--- src/logic/csf_defines.svh ---
// Address, bit positions and reset value of the status flag register
`ifndef CSF_DEFINES_SVH
`define CSF_DEFINES_SVH
`define CSF_FLAGS_ADDR   8'hfc
`define CSF_BIT_CARRY    7
`define CSF_BIT_ZERO     6
`define CSF_BIT_SIGN     5
`define CSF_BIT_OVFL     4
`define CSF_BIT_DADJ     3
`define CSF_BIT_HALF     2
`define CSF_BIT_USER_B   1
`define CSF_BIT_USER_A   0
`define CSF_FLAGS_RESET  8'h00
`endif

--- src/logic/csf_pkg.sv ---
// Types shared by the status flag block
package csf_pkg;
  typedef enum logic [3:0] {
    CSF_OP_NONE  = 4'h0,
    CSF_OP_ADD   = 4'h1,
    CSF_OP_SUB   = 4'h2,
    CSF_OP_LOGIC = 4'h3,
    CSF_OP_SHL   = 4'h4,
    CSF_OP_SHR   = 4'h5,
    CSF_OP_UFLAG = 4'h6
  } csf_op_t;

  typedef struct packed {
    csf_op_t    op;
    logic [7:0] a;
    logic [7:0] b;
    logic       cin;
    logic [1:0] user_set;
    logic [1:0] user_clr;
  } csf_req_t;

  typedef struct packed {
    logic carry;
    logic zero;
    logic sign;
    logic ovfl;
  } csf_cond_t;
endpackage

--- src/logic/csf_status_flags.sv ---
// Program status flag register with its update logic and register port
// What this block does
// - Flag layout C Z S V D H UB UA
// - Only C V Z S reach branch logic
// - Half-carry, decimal-adjust never branch conditions
// - User bits change only by explicit op or a software write to the flag register
// - Arithmetic carry is carry out of bit7 on add, borrow out of bit7 on subtract
// - Shift carry is last bit shifted out
// - Zero set when arithmetic or logic result all zeros; shifts keep it
// - Sign copies result most significant bit on every op but the user-flag op and the no-op
// - Overflow flags signed result out of range
// - Logical ops clear overflow
// - Decimal-adjust set on subtract, cleared on add
// - Half-carry from bit3 carry or borrow
`timescale 1ns/100ps
`include "csf_defines.svh"
module csf_status_flags
  import csf_pkg::*;
(
  input  wire logic              i_sys_clk,
  input  wire logic              i_rst_b,
  input  wire csf_pkg::csf_req_t i_req,
  input  wire logic [7:0]        i_reg_addr,
  input  wire logic              i_reg_wr,
  input  wire logic [7:0]        i_reg_wdata,
  output logic [7:0]             o_reg_rdata,
  output logic [7:0]             o_result,
  output csf_pkg::csf_cond_t     o_cond
);
  import csf_pkg::*;

  logic [7:0] flags_r;
  logic [7:0] flags_nxt;
  logic [7:0] eval_flags;
  logic [7:0] eval_result;
  logic       eval_update;
  logic [7:0] result_r;

  csf_alu_eval u_eval (
    .i_req       (i_req),
    .i_flags     (flags_r),
    .o_result    (eval_result),
    .o_flags_nxt (eval_flags),
    .o_update    (eval_update)
  );

  wire flags_sel = (i_reg_addr == `CSF_FLAGS_ADDR);
  wire flags_wr  = i_reg_wr & flags_sel;

  // Software write has priority over the same cycle's result update
  assign flags_nxt = flags_wr    ? i_reg_wdata :
                     eval_update ? eval_flags  : flags_r;

  // Reset value is undefined on the part; zero is used for determinism
  always_ff @(posedge i_sys_clk or negedge i_rst_b)
  begin
    if (!i_rst_b)
    begin
      flags_r  <= `CSF_FLAGS_RESET;
      result_r <= 8'h00;
    end
    else
    begin
      flags_r  <= flags_nxt;
      if (eval_update)
      begin
        result_r <= eval_result;
      end
    end
  end

  assign o_reg_rdata = flags_sel ? flags_r : 8'h00;
  assign o_result    = result_r;
  // H, D and user bits are deliberately not routed to branch logic
  assign o_cond.carry = flags_r[`CSF_BIT_CARRY];
  assign o_cond.zero  = flags_r[`CSF_BIT_ZERO];
  assign o_cond.sign  = flags_r[`CSF_BIT_SIGN];
  assign o_cond.ovfl  = flags_r[`CSF_BIT_OVFL];

  // Reference values for the checks below, built apart from the datapath;
  // ten bits so that no signed sum of two bytes and a carry can wrap
  wire signed [9:0] ref_add = $signed({{2{i_req.a[7]}}, i_req.a})
                              + $signed({{2{i_req.b[7]}}, i_req.b})
                              + $signed({9'h0, i_req.cin});
  wire signed [9:0] ref_sub = $signed({{2{i_req.a[7]}}, i_req.a})
                              - $signed({{2{i_req.b[7]}}, i_req.b})
                              - $signed({9'h0, i_req.cin});
  wire signed [9:0] ref_v   = (i_req.op == CSF_OP_SUB) ? ref_sub : ref_add;
  wire [4:0]        ref_lo  = {1'b0, i_req.b[3:0]} + {4'h0, i_req.cin};
  wire              ref_h   = (i_req.op == CSF_OP_SUB)
                              ? ({1'b0, i_req.a[3:0]} < ref_lo)
                              : ({1'b0, i_req.a[3:0]} + ref_lo > 5'h0f);
  wire              ref_c   = {1'b0, i_req.a}
                              < ({1'b0, i_req.b} + {8'h0, i_req.cin});

  property p_sw_write;
    @(posedge i_sys_clk) disable iff (!i_rst_b)
      flags_wr |=> flags_r == $past(i_reg_wdata);
  endproperty
  a_sw_write: assert property (p_sw_write)
    else $error("software write lost");

  property p_add_carry;
    @(posedge i_sys_clk) disable iff (!i_rst_b)
      (!flags_wr && i_req.op == CSF_OP_ADD) |=>
        flags_r[7] == ({1'b0, $past(i_req.a)} + {1'b0, $past(i_req.b)}
                       + {8'h00, $past(i_req.cin)}) >> 8;
  endproperty
  a_add_carry: assert property (p_add_carry)
    else $error("add carry wrong");

  property p_shl_carry;
    @(posedge i_sys_clk) disable iff (!i_rst_b)
      (!flags_wr && i_req.op == CSF_OP_SHL) |=>
        flags_r[7] == $past(i_req.a[7]);
  endproperty
  a_shl_carry: assert property (p_shl_carry)
    else $error("shift carry wrong");

  property p_zero;
    @(posedge i_sys_clk) disable iff (!i_rst_b)
      (!flags_wr && (i_req.op == CSF_OP_LOGIC || i_req.op == CSF_OP_ADD))
        |=> flags_r[6] == (o_result == 8'h00);
  endproperty
  a_zero: assert property (p_zero)
    else $error("zero flag wrong");

  property p_sign;
    @(posedge i_sys_clk) disable iff (!i_rst_b)
      (!flags_wr && i_req.op != CSF_OP_NONE && i_req.op != CSF_OP_UFLAG)
        |=> flags_r[5] == o_result[7];
  endproperty
  a_sign: assert property (p_sign)
    else $error("sign flag wrong");

  property p_logic_v;
    @(posedge i_sys_clk) disable iff (!i_rst_b)
      (!flags_wr && i_req.op == CSF_OP_LOGIC) |=> !flags_r[4];
  endproperty
  a_logic_v: assert property (p_logic_v)
    else $error("logic op left overflow set");

  property p_add_v;
    @(posedge i_sys_clk) disable iff (!i_rst_b)
      (!flags_wr && i_req.op == CSF_OP_ADD && i_req.a == 8'h7f
       && i_req.b == 8'h01 && !i_req.cin) |=> flags_r[4];
  endproperty
  a_add_v: assert property (p_add_v)
    else $error("overflow missed");

  property p_dadj;
    @(posedge i_sys_clk) disable iff (!i_rst_b)
      (!flags_wr && (i_req.op == CSF_OP_SUB || i_req.op == CSF_OP_ADD))
        |=> flags_r[3] == ($past(i_req.op) == CSF_OP_SUB);
  endproperty
  a_dadj: assert property (p_dadj)
    else $error("decimal adjust wrong");

  property p_half;
    @(posedge i_sys_clk) disable iff (!i_rst_b)
      (!flags_wr && (i_req.op == CSF_OP_ADD || i_req.op == CSF_OP_SUB))
        |=> flags_r[`CSF_BIT_HALF] == $past(ref_h);
  endproperty
  a_half: assert property (p_half)
    else $error("half carry wrong");

  property p_user;
    @(posedge i_sys_clk) disable iff (!i_rst_b)
      (!flags_wr && i_req.op != CSF_OP_UFLAG) |=>
        flags_r[1:0] == $past(flags_r[1:0]);
  endproperty
  a_user: assert property (p_user)
    else $error("user bits changed");

  property p_sub_carry;
    @(posedge i_sys_clk) disable iff (!i_rst_b)
      (!flags_wr && i_req.op == CSF_OP_SUB) |=>
        flags_r[`CSF_BIT_CARRY] == $past(ref_c);
  endproperty
  a_sub_carry: assert property (p_sub_carry)
    else $error("subtract borrow wrong");

  property p_shr_carry;
    @(posedge i_sys_clk) disable iff (!i_rst_b)
      (!flags_wr && i_req.op == CSF_OP_SHR) |=>
        flags_r[`CSF_BIT_CARRY] == $past(i_req.a[0]);
  endproperty
  a_shr_carry: assert property (p_shr_carry)
    else $error("right shift carry wrong");

  property p_arith_v;
    @(posedge i_sys_clk) disable iff (!i_rst_b)
      (!flags_wr && (i_req.op == CSF_OP_ADD || i_req.op == CSF_OP_SUB))
        |=> flags_r[`CSF_BIT_OVFL] ==
              ($past(ref_v) > 10'sh07f || $past(ref_v) < -10'sh080);
  endproperty
  a_arith_v: assert property (p_arith_v)
    else $error("signed range overflow wrong");

  property p_user_op;
    @(posedge i_sys_clk) disable iff (!i_rst_b)
      (!flags_wr && i_req.op == CSF_OP_UFLAG) |=>
        flags_r[1:0] == (($past(flags_r[1:0]) | $past(i_req.user_set))
                         & ~$past(i_req.user_clr));
  endproperty
  a_user_op: assert property (p_user_op)
    else $error("user bit set or clear lost");

  // Shifts leave the zero flag alone; only arithmetic and logic move it
  property p_shift_keep_z;
    @(posedge i_sys_clk) disable iff (!i_rst_b)
      (!flags_wr && (i_req.op == CSF_OP_SHL || i_req.op == CSF_OP_SHR))
        |=> flags_r[`CSF_BIT_ZERO] == $past(flags_r[`CSF_BIT_ZERO]);
  endproperty
  a_shift_keep_z: assert property (p_shift_keep_z)
    else $error("shift changed zero flag");

  property p_rd;
    @(posedge i_sys_clk) disable iff (!i_rst_b)
      flags_sel |-> o_reg_rdata == flags_r;
  endproperty
  a_rd: assert property (p_rd)
    else $error("flag read does not show the register");

  property p_cond;
    @(posedge i_sys_clk) disable iff (!i_rst_b)
      o_cond == {flags_r[`CSF_BIT_CARRY], flags_r[`CSF_BIT_ZERO],
                 flags_r[`CSF_BIT_SIGN], flags_r[`CSF_BIT_OVFL]};
  endproperty
  a_cond: assert property (p_cond)
    else $error("branch conditions do not track the flags");

  c_sub:   cover property (@(posedge i_sys_clk) i_req.op == CSF_OP_SUB);
  c_shr:   cover property (@(posedge i_sys_clk) i_req.op == CSF_OP_SHR);
  c_clash: cover property (@(posedge i_sys_clk) flags_wr && eval_update);
  c_uflag: cover property (@(posedge i_sys_clk) i_req.op == CSF_OP_UFLAG);
endmodule

--- src/logic/csf_alu_eval.sv ---
// Combinational result and flag evaluation for one datapath operation
`timescale 1ns/100ps
`include "csf_defines.svh"
module csf_alu_eval
  import csf_pkg::*;
(
  input  wire csf_pkg::csf_req_t i_req,
  input  wire logic [7:0]        i_flags,
  output logic [7:0]             o_result,
  output logic [7:0]             o_flags_nxt,
  output logic                   o_update
);
  import csf_pkg::*;

  wire [8:0] sum9  = {1'b0, i_req.a} + {1'b0, i_req.b} + {8'h00, i_req.cin};
  wire [8:0] diff9 = {1'b0, i_req.a} - {1'b0, i_req.b} - {8'h00, i_req.cin};
  wire [4:0] sum5  = {1'b0, i_req.a[3:0]} + {1'b0, i_req.b[3:0]}
                     + {4'h0, i_req.cin};
  wire [4:0] diff5 = {1'b0, i_req.a[3:0]} - {1'b0, i_req.b[3:0]}
                     - {4'h0, i_req.cin};
  wire       is_add   = (i_req.op == CSF_OP_ADD);
  wire       is_sub   = (i_req.op == CSF_OP_SUB);
  wire       is_logic = (i_req.op == CSF_OP_LOGIC);
  wire       is_shl   = (i_req.op == CSF_OP_SHL);
  wire       is_shr   = (i_req.op == CSF_OP_SHR);
  wire       is_user  = (i_req.op == CSF_OP_UFLAG);
  wire       is_arith = is_add | is_sub;
  wire       is_shift = is_shl | is_shr;
  // Logical op is AND of the operands; the decoder maps others onto b
  wire [7:0] logic_res = i_req.a & i_req.b;
  wire [7:0] shl_res   = {i_req.a[6:0], i_req.cin};
  wire [7:0] shr_res   = {i_req.cin, i_req.a[7:1]};

  assign o_result = is_add   ? sum9[7:0]  :
                    is_sub   ? diff9[7:0] :
                    is_logic ? logic_res  :
                    is_shl   ? shl_res    :
                    is_shr   ? shr_res    : i_req.a;

  wire add_v = (i_req.a[7] == i_req.b[7]) & (sum9[7] != i_req.a[7]);
  wire sub_v = (i_req.a[7] != i_req.b[7]) & (diff9[7] != i_req.a[7]);
  // Shift overflow: sign changed by the shift
  wire shf_v = o_result[7] ^ i_req.a[7];

  wire c_nxt = is_add ? sum9[8] :
               is_sub ? diff9[8] :
               is_shl ? i_req.a[7] :
               is_shr ? i_req.a[0] : i_flags[`CSF_BIT_CARRY];
  wire v_nxt = is_add ? add_v : is_sub ? sub_v :
               is_shift ? shf_v :
               is_logic ? 1'b0 : i_flags[`CSF_BIT_OVFL];
  wire z_nxt = (is_arith | is_logic) ? (o_result == 8'h00)
               : i_flags[`CSF_BIT_ZERO];
  wire s_nxt = (is_arith | is_logic | is_shift) ? o_result[7]
               : i_flags[`CSF_BIT_SIGN];
  wire d_nxt = is_sub ? 1'b1 : is_add ? 1'b0
               : i_flags[`CSF_BIT_DADJ];
  wire h_nxt = is_add ? sum5[4] : is_sub ? diff5[4]
               : i_flags[`CSF_BIT_HALF];
  // User bits move only on an explicit set/clear op
  wire [1:0] u_nxt = is_user ?
    ((i_flags[1:0] | i_req.user_set) & ~i_req.user_clr) : i_flags[1:0];

  assign o_flags_nxt = {c_nxt, z_nxt, s_nxt, v_nxt, d_nxt, h_nxt, u_nxt};
  assign o_update    = (i_req.op != CSF_OP_NONE);
endmodule

--- config.mk ---
export PLATFORM = sky130hd
export DESIGN_NAME = csf_status_flags
export DESIGN_NICKNAME = d
export VERILOG_FILES = /design/src/logic/csf_pkg.sv /design/src/logic/csf_status_flags.sv /design/src/logic/csf_alu_eval.sv
export VERILOG_INCLUDE_DIRS = /design/src /design/src/logic
export SDC_FILE = /design/constraint.sdc
export NUM_CORES = 1
export LEC_CHECK = 0
export BUFFER_PORTS_ARGS = -buffer_cell sky130_fd_sc_hd__buf_4
export CORE_MARGIN = 4
export CORE_UTILIZATION = 53
export CTS_BUF_LIST = sky130_fd_sc_hd__clkbuf_16
export DETAILED_ROUTE_END_ITERATION = 16
export PLACE_DENSITY = 0.81
export SLEW_MARGIN = 15
export SYNTH_ARGS = -nofsm -noshare
export SYNTH_HDL_FRONTEND = slang
export SYNTH_SLANG_ARGS = --single-unit
--- constraint.sdc ---
create_clock -name i_sys_clk -period 1.45 [get_ports i_sys_clk]
set_clock_uncertainty 0.15 [all_clocks]
set_input_delay 0.29 -clock i_sys_clk [delete_from_list [all_inputs] [get_ports i_sys_clk]]
set_output_delay 0.29 -clock i_sys_clk [all_outputs]
set_load 0.02 [all_outputs]
==> results of run 1 <==
[cells by family after synthesis]
kind of cell,share of synthesized area (%)
AOI/OAI and AO/OA,24.9
adders and majority gates,15.7
xor gates and xnor gates,5.42
muxes,3.32
buffers and inverters,9.84
and+or+nand+nor,23.2
DFF,17.7
[cell usage after synthesis (5+ instances only)]
cell,number,share of area (%)
nand2_1,23,3.8
buf_4,6,2.0
and3_1,5,1.4
inv_1,27,4.5
xor2_1,5,1.9
nand2b_1,5,1.4
o21ai_0,17,3.8
buf_6,6,3.0
nand3_1,5,1.1
dfrtp_1,16,18
xnor2_1,9,3.5
ha_1,22,12
and2_1,10,2.8
nor2_1,18,3.0
a21oi_1,21,4.6
[metrics by stage]
step	instance area [um2]	hold slack, ps	std cells	utilization [%]	TNS, ps
global placement	3610	4.61	481	89.0	-16410
floorplan	2430	-156	279	-	-10510
detailed placement	3610	10.1	481	89.0	-18810
==> results.yml, run 1 <==
synthesis:
  syn_area_mm2: 0.00226
  ys_ff_latch: 16
  ys.flop_type: "dfrtp_1"
  syn-num-nets: 349
  syn_avg_cell_area_um2: 8.11
  synth_edf_count: 0
  synth_warnings: 0
  netlist_instances: 279
  yosysSeqAreaShare_pct: 17.7
  synthArstFlopShare_pct: 100
  yosysUniqueCellTypes: 58
floorplanning:
  row_count: 23
  die_h_um: 73.4
  ios: 64
  start_util_pct: 55.8
  die_w_um: 73.4
clocking:
  cts_setup_buffers: 9
  cts_max_path_buffers: 2
  post_cts_resized: 56
  h-tree-depth: 1
  cts_sinks: 16
  cts_made_buffers: 3
  root_buffer: "clkbuf_16"
  ctsHoldBuffers: 1
placement:
  place_congestion: 0.920
  dp_slack_ps: -1510
  port_buffers: 63
  dp_hpwl_mm: 7.48
run_status:
  tool.error: "[ERROR DPL-0033] detailed placement checks failed during check placement."
  stop_stage: "clock tree synthesis"
  status: "aborted with a tool error"
==> run 2, diff against run 1 <==
--- a/config.mk
+++ b/config.mk
@@ -8,10 +8,9 @@
 export LEC_CHECK = 0
 export BUFFER_PORTS_ARGS = -buffer_cell sky130_fd_sc_hd__buf_4
 export CORE_MARGIN = 4
-export CORE_UTILIZATION = 53
-export CTS_BUF_LIST = sky130_fd_sc_hd__clkbuf_16
+export CORE_UTILIZATION = 40
 export DETAILED_ROUTE_END_ITERATION = 16
-export PLACE_DENSITY = 0.81
+export PLACE_DENSITY_LB_ADDON = 0.15
 export SLEW_MARGIN = 15
 export SYNTH_ARGS = -nofsm -noshare
 export SYNTH_HDL_FRONTEND = slang
==> run 2 against run 1 <==
Synthesized cell count did not move. Area after synthesis did not move. The flow now finishes, with violations (negative setup slack).
==> results.yml, run 2 <==
detailed_routing:
  via_count: 2716
  drc: 0
  drtIter0Drc: 158
  postRouteAntennaNets: 0
  wire_per_inst_um: 14.9
  drtPass1Iterations: 4
  vias_per_cell: 5.24
  drt_wl_total_mm: 7.72
job:
  max-cap-violations: 0
global_route:
  grt_max_degree: 17
  grt_pass1_vias: 2717
  gr-total-overflow: 0
  antenna_found_initial: 0
  track_usage_pct: 21.0
  grt_pass1_wl_mm: 12.4
synthesis:
  yosysUniqueCellTypes: 58
  syn_avg_cell_area_um2: 8.11
  ys_ff_latch: 16
  synth_edf_count: 0
  synth_commonest_cells: "27 x inv_1, 23 x nand2_1, 22 x ha_1, 21 x a21oi_1, 18 x nor2_1"
  syn-num-nets: 349
  synth_top_family_by_area: "compound AO/OA/AOI/OAI gates"
  synth-adder-area-share_pct: 15.7
  synth-compound-area-share_pct: 24.9
  synth_top_area_share_pct: 17.7
  synth_most_common_cell: "inv_1"
  syn_area_mm2: 0.00226
  yosysSeqAreaShare_pct: 17.7
  synth_area_leaders: "dfrtp_1 18%, ha_1 12%, a21oi_1 4.6%, inv_1 4.5%, nand2_1 3.8%"
  synth.area.mux_share_pct: 3.32
  synth-xor-area-share_pct: 5.42
  synthArstFlopShare_pct: 100
  yosys.area.top_type: "dfrtp_1"
  synth_simple_gate_area_share_pct: 23.2
  synth_warnings: 0
  netlist_instances: 279
  ys.flop_type: "dfrtp_1"
timing:
  fmax_ghz: 0.382
  timing.slew.headroom_pct: 70.4
  holdWs_ps: 104
  fin_ws_ps: -1170
  rsz0062_at_grt: "yes"
  setup_tns_ps: -12520
  tightest_slew_ps: 438
  fin_crit_ps: 2620
  hold_viol: 0
  setup_viol: 21
  finalCritPeriodShare_pct: 180
  maxSlewViolCount: 0
placement:
  dp_cells: 506
  dp_hpwl_mm: 6.17
  place_area_mm2: 0.00367
  port_buffers: 63
  place_congestion: 0.853
  dp_slack_ps: -1550
floorplanning:
  die_w_um: 83.2
  die_area_mm2: 0.00693
  coreArea_mm2: 0.00551
  start_util_pct: 41.1
  row_count: 27
  die_h_um: 83.2
  ios: 64
critical_path:
  crit_type: "input port to flip-flop"
  path_buf_inv: 2
  crit_fanout: 2
  path_depth: 11
  start_kind: "input port"
  path_cells: "buf_8 > inv_6 > fa_2 > fa_2 > o21bai_4 > a21oi_2 > o31ai_2 > xnor2_1 > o221a_1 > or4_1 > o21ai_1"
  timing.rr.end: "flags_r[4]"
  endpoint_kind: "flip-flop"
  reg2regPathDepth: 4
  critPathSlowestCell: "or4_1"
  r2r_start: "flags_r[4]"
  crit_family: "compound AO/OA/AOI/OAI gates"
  critPathRequiredTime_ps: 1470
  cpPeakStageDelay_ps: 480
  reg2reg_setup_slack_ps: 60
  path_common_cell: "fa_2"
  cp.arrival_ps: 2640
cells_and_area:
  final_cell_mix: "142 x buf_4, 31 x buf_6, 21 x inv_1, 20 x nand2_1, 18 x nor2_1"
  area_growth_pct: 82.5
  fin_util_pct: 75.0
  design_area_mm2: 0.00413
  final_cell_count_no_fill: 518
  nets: 517
  final_common_cell: "buf_4"
  diodes: 0
  layout-drive-gt1-share_pct: 57.2
run_status:
  status: "complete, but fails checks"
  violations: "negative setup slack"
clocking:
  root_buffer: "clkbuf_8"
  cts.clk_slew.worst_paths_ps: 60
  h-tree-depth: 1
  cts_tree: "yes"
  cts_sinks: 16
  clock_latency_ps: 240
  cts_max_path_buffers: 2
  cts_made_buffers: 3
power_and_ir_drop:
  total_power_mw: 2.49
  p_per_area_mw_per_mm2: 603
  peakVddDrop_mv: 0.334
  p_leak_nw: 1.97
hold_path:
  hp-start: "i_reg_wdata[1]"
  hold_end: "flags_r[1]"
  hold_path_depth: 2
  hold_path.class: "input port to flip-flop"
==> run 2: cell counts after synthesis <==
Identical to the previous run, type by type.
==> run 2: metal layers <==
metal  GRT usage (%)  share of wire, %
met4            4.61               1.4
met2            37.6                51
met1            26.7                42
met5               0                 0
met3            2.78               5.8
==> run 2: worst max path at each step <==
| stage | slack [ps] | start | endpoint |
|---|---|---|---|
| floorplan | -1240 | i_req[5] | flags_r[6] |
| detailed placement | -1550 | i_req[5] | flags_r[6] |
| global route | -1270 | i_req[13] | flags_r[6] |
| CTS | -1140 | i_req[13] | flags_r[6] |
| finish | -1170 | i_req[13] | flags_r[6] |
| global placement | -1450 | i_req[5] | flags_r[6] |
==> run 2: cell type report <==
| cell class | instances | area (um2) |
|---|---|---|
| Clock buffer | 4 | 55.1 |
| Fill cell | 411 | 1380 |
| Inverter | 27 | 116 |
| Multi-Input combinational cell | 222 | 1990 |
| Sequential cell | 16 | 400 |
| Tap cell | 72 | 90.1 |
| Timing Repair Buffer | 177 | 1480 |
==> run 2: power breakdown <==
group	leakage [nW]	internal [mW]	switching [mW]
sequential	0.192	0.520	0.0492
combinational	1.75	0.842	0.705
clock	0.0288	0.240	0.137
==> run 2: worst register-to-register path, delay by kind of cell, from the launching register on <==
kind           cells  cell delay, ps
AO/OA/AOI/OAI      4             720
flip-flops         1             410
==> run 2: cell families (layout without fill, tap and decap cells) <==
kind of cell             Yosys count  in the layout
AND/OR/NAND/NOR                   92             92
AO/OA/AOI/OAI                     83             83
adder cells (fa/ha/maj)           26             26
multiplexers                       7              7
XOR/XNOR                          14             14
buffers and inverters             41            208
flip-flops                        16             16
==> run 2: what timing repair did <==
item	4_1_cts	5_1_grt
hold buffers	1	0
gates resized for setup	46	32
endpoints found under the setup margin	23	24
pin swaps	31	19
hold endpoints to repair	16	0
setup buffers	9	4
(Power assumes the default switching activity.)
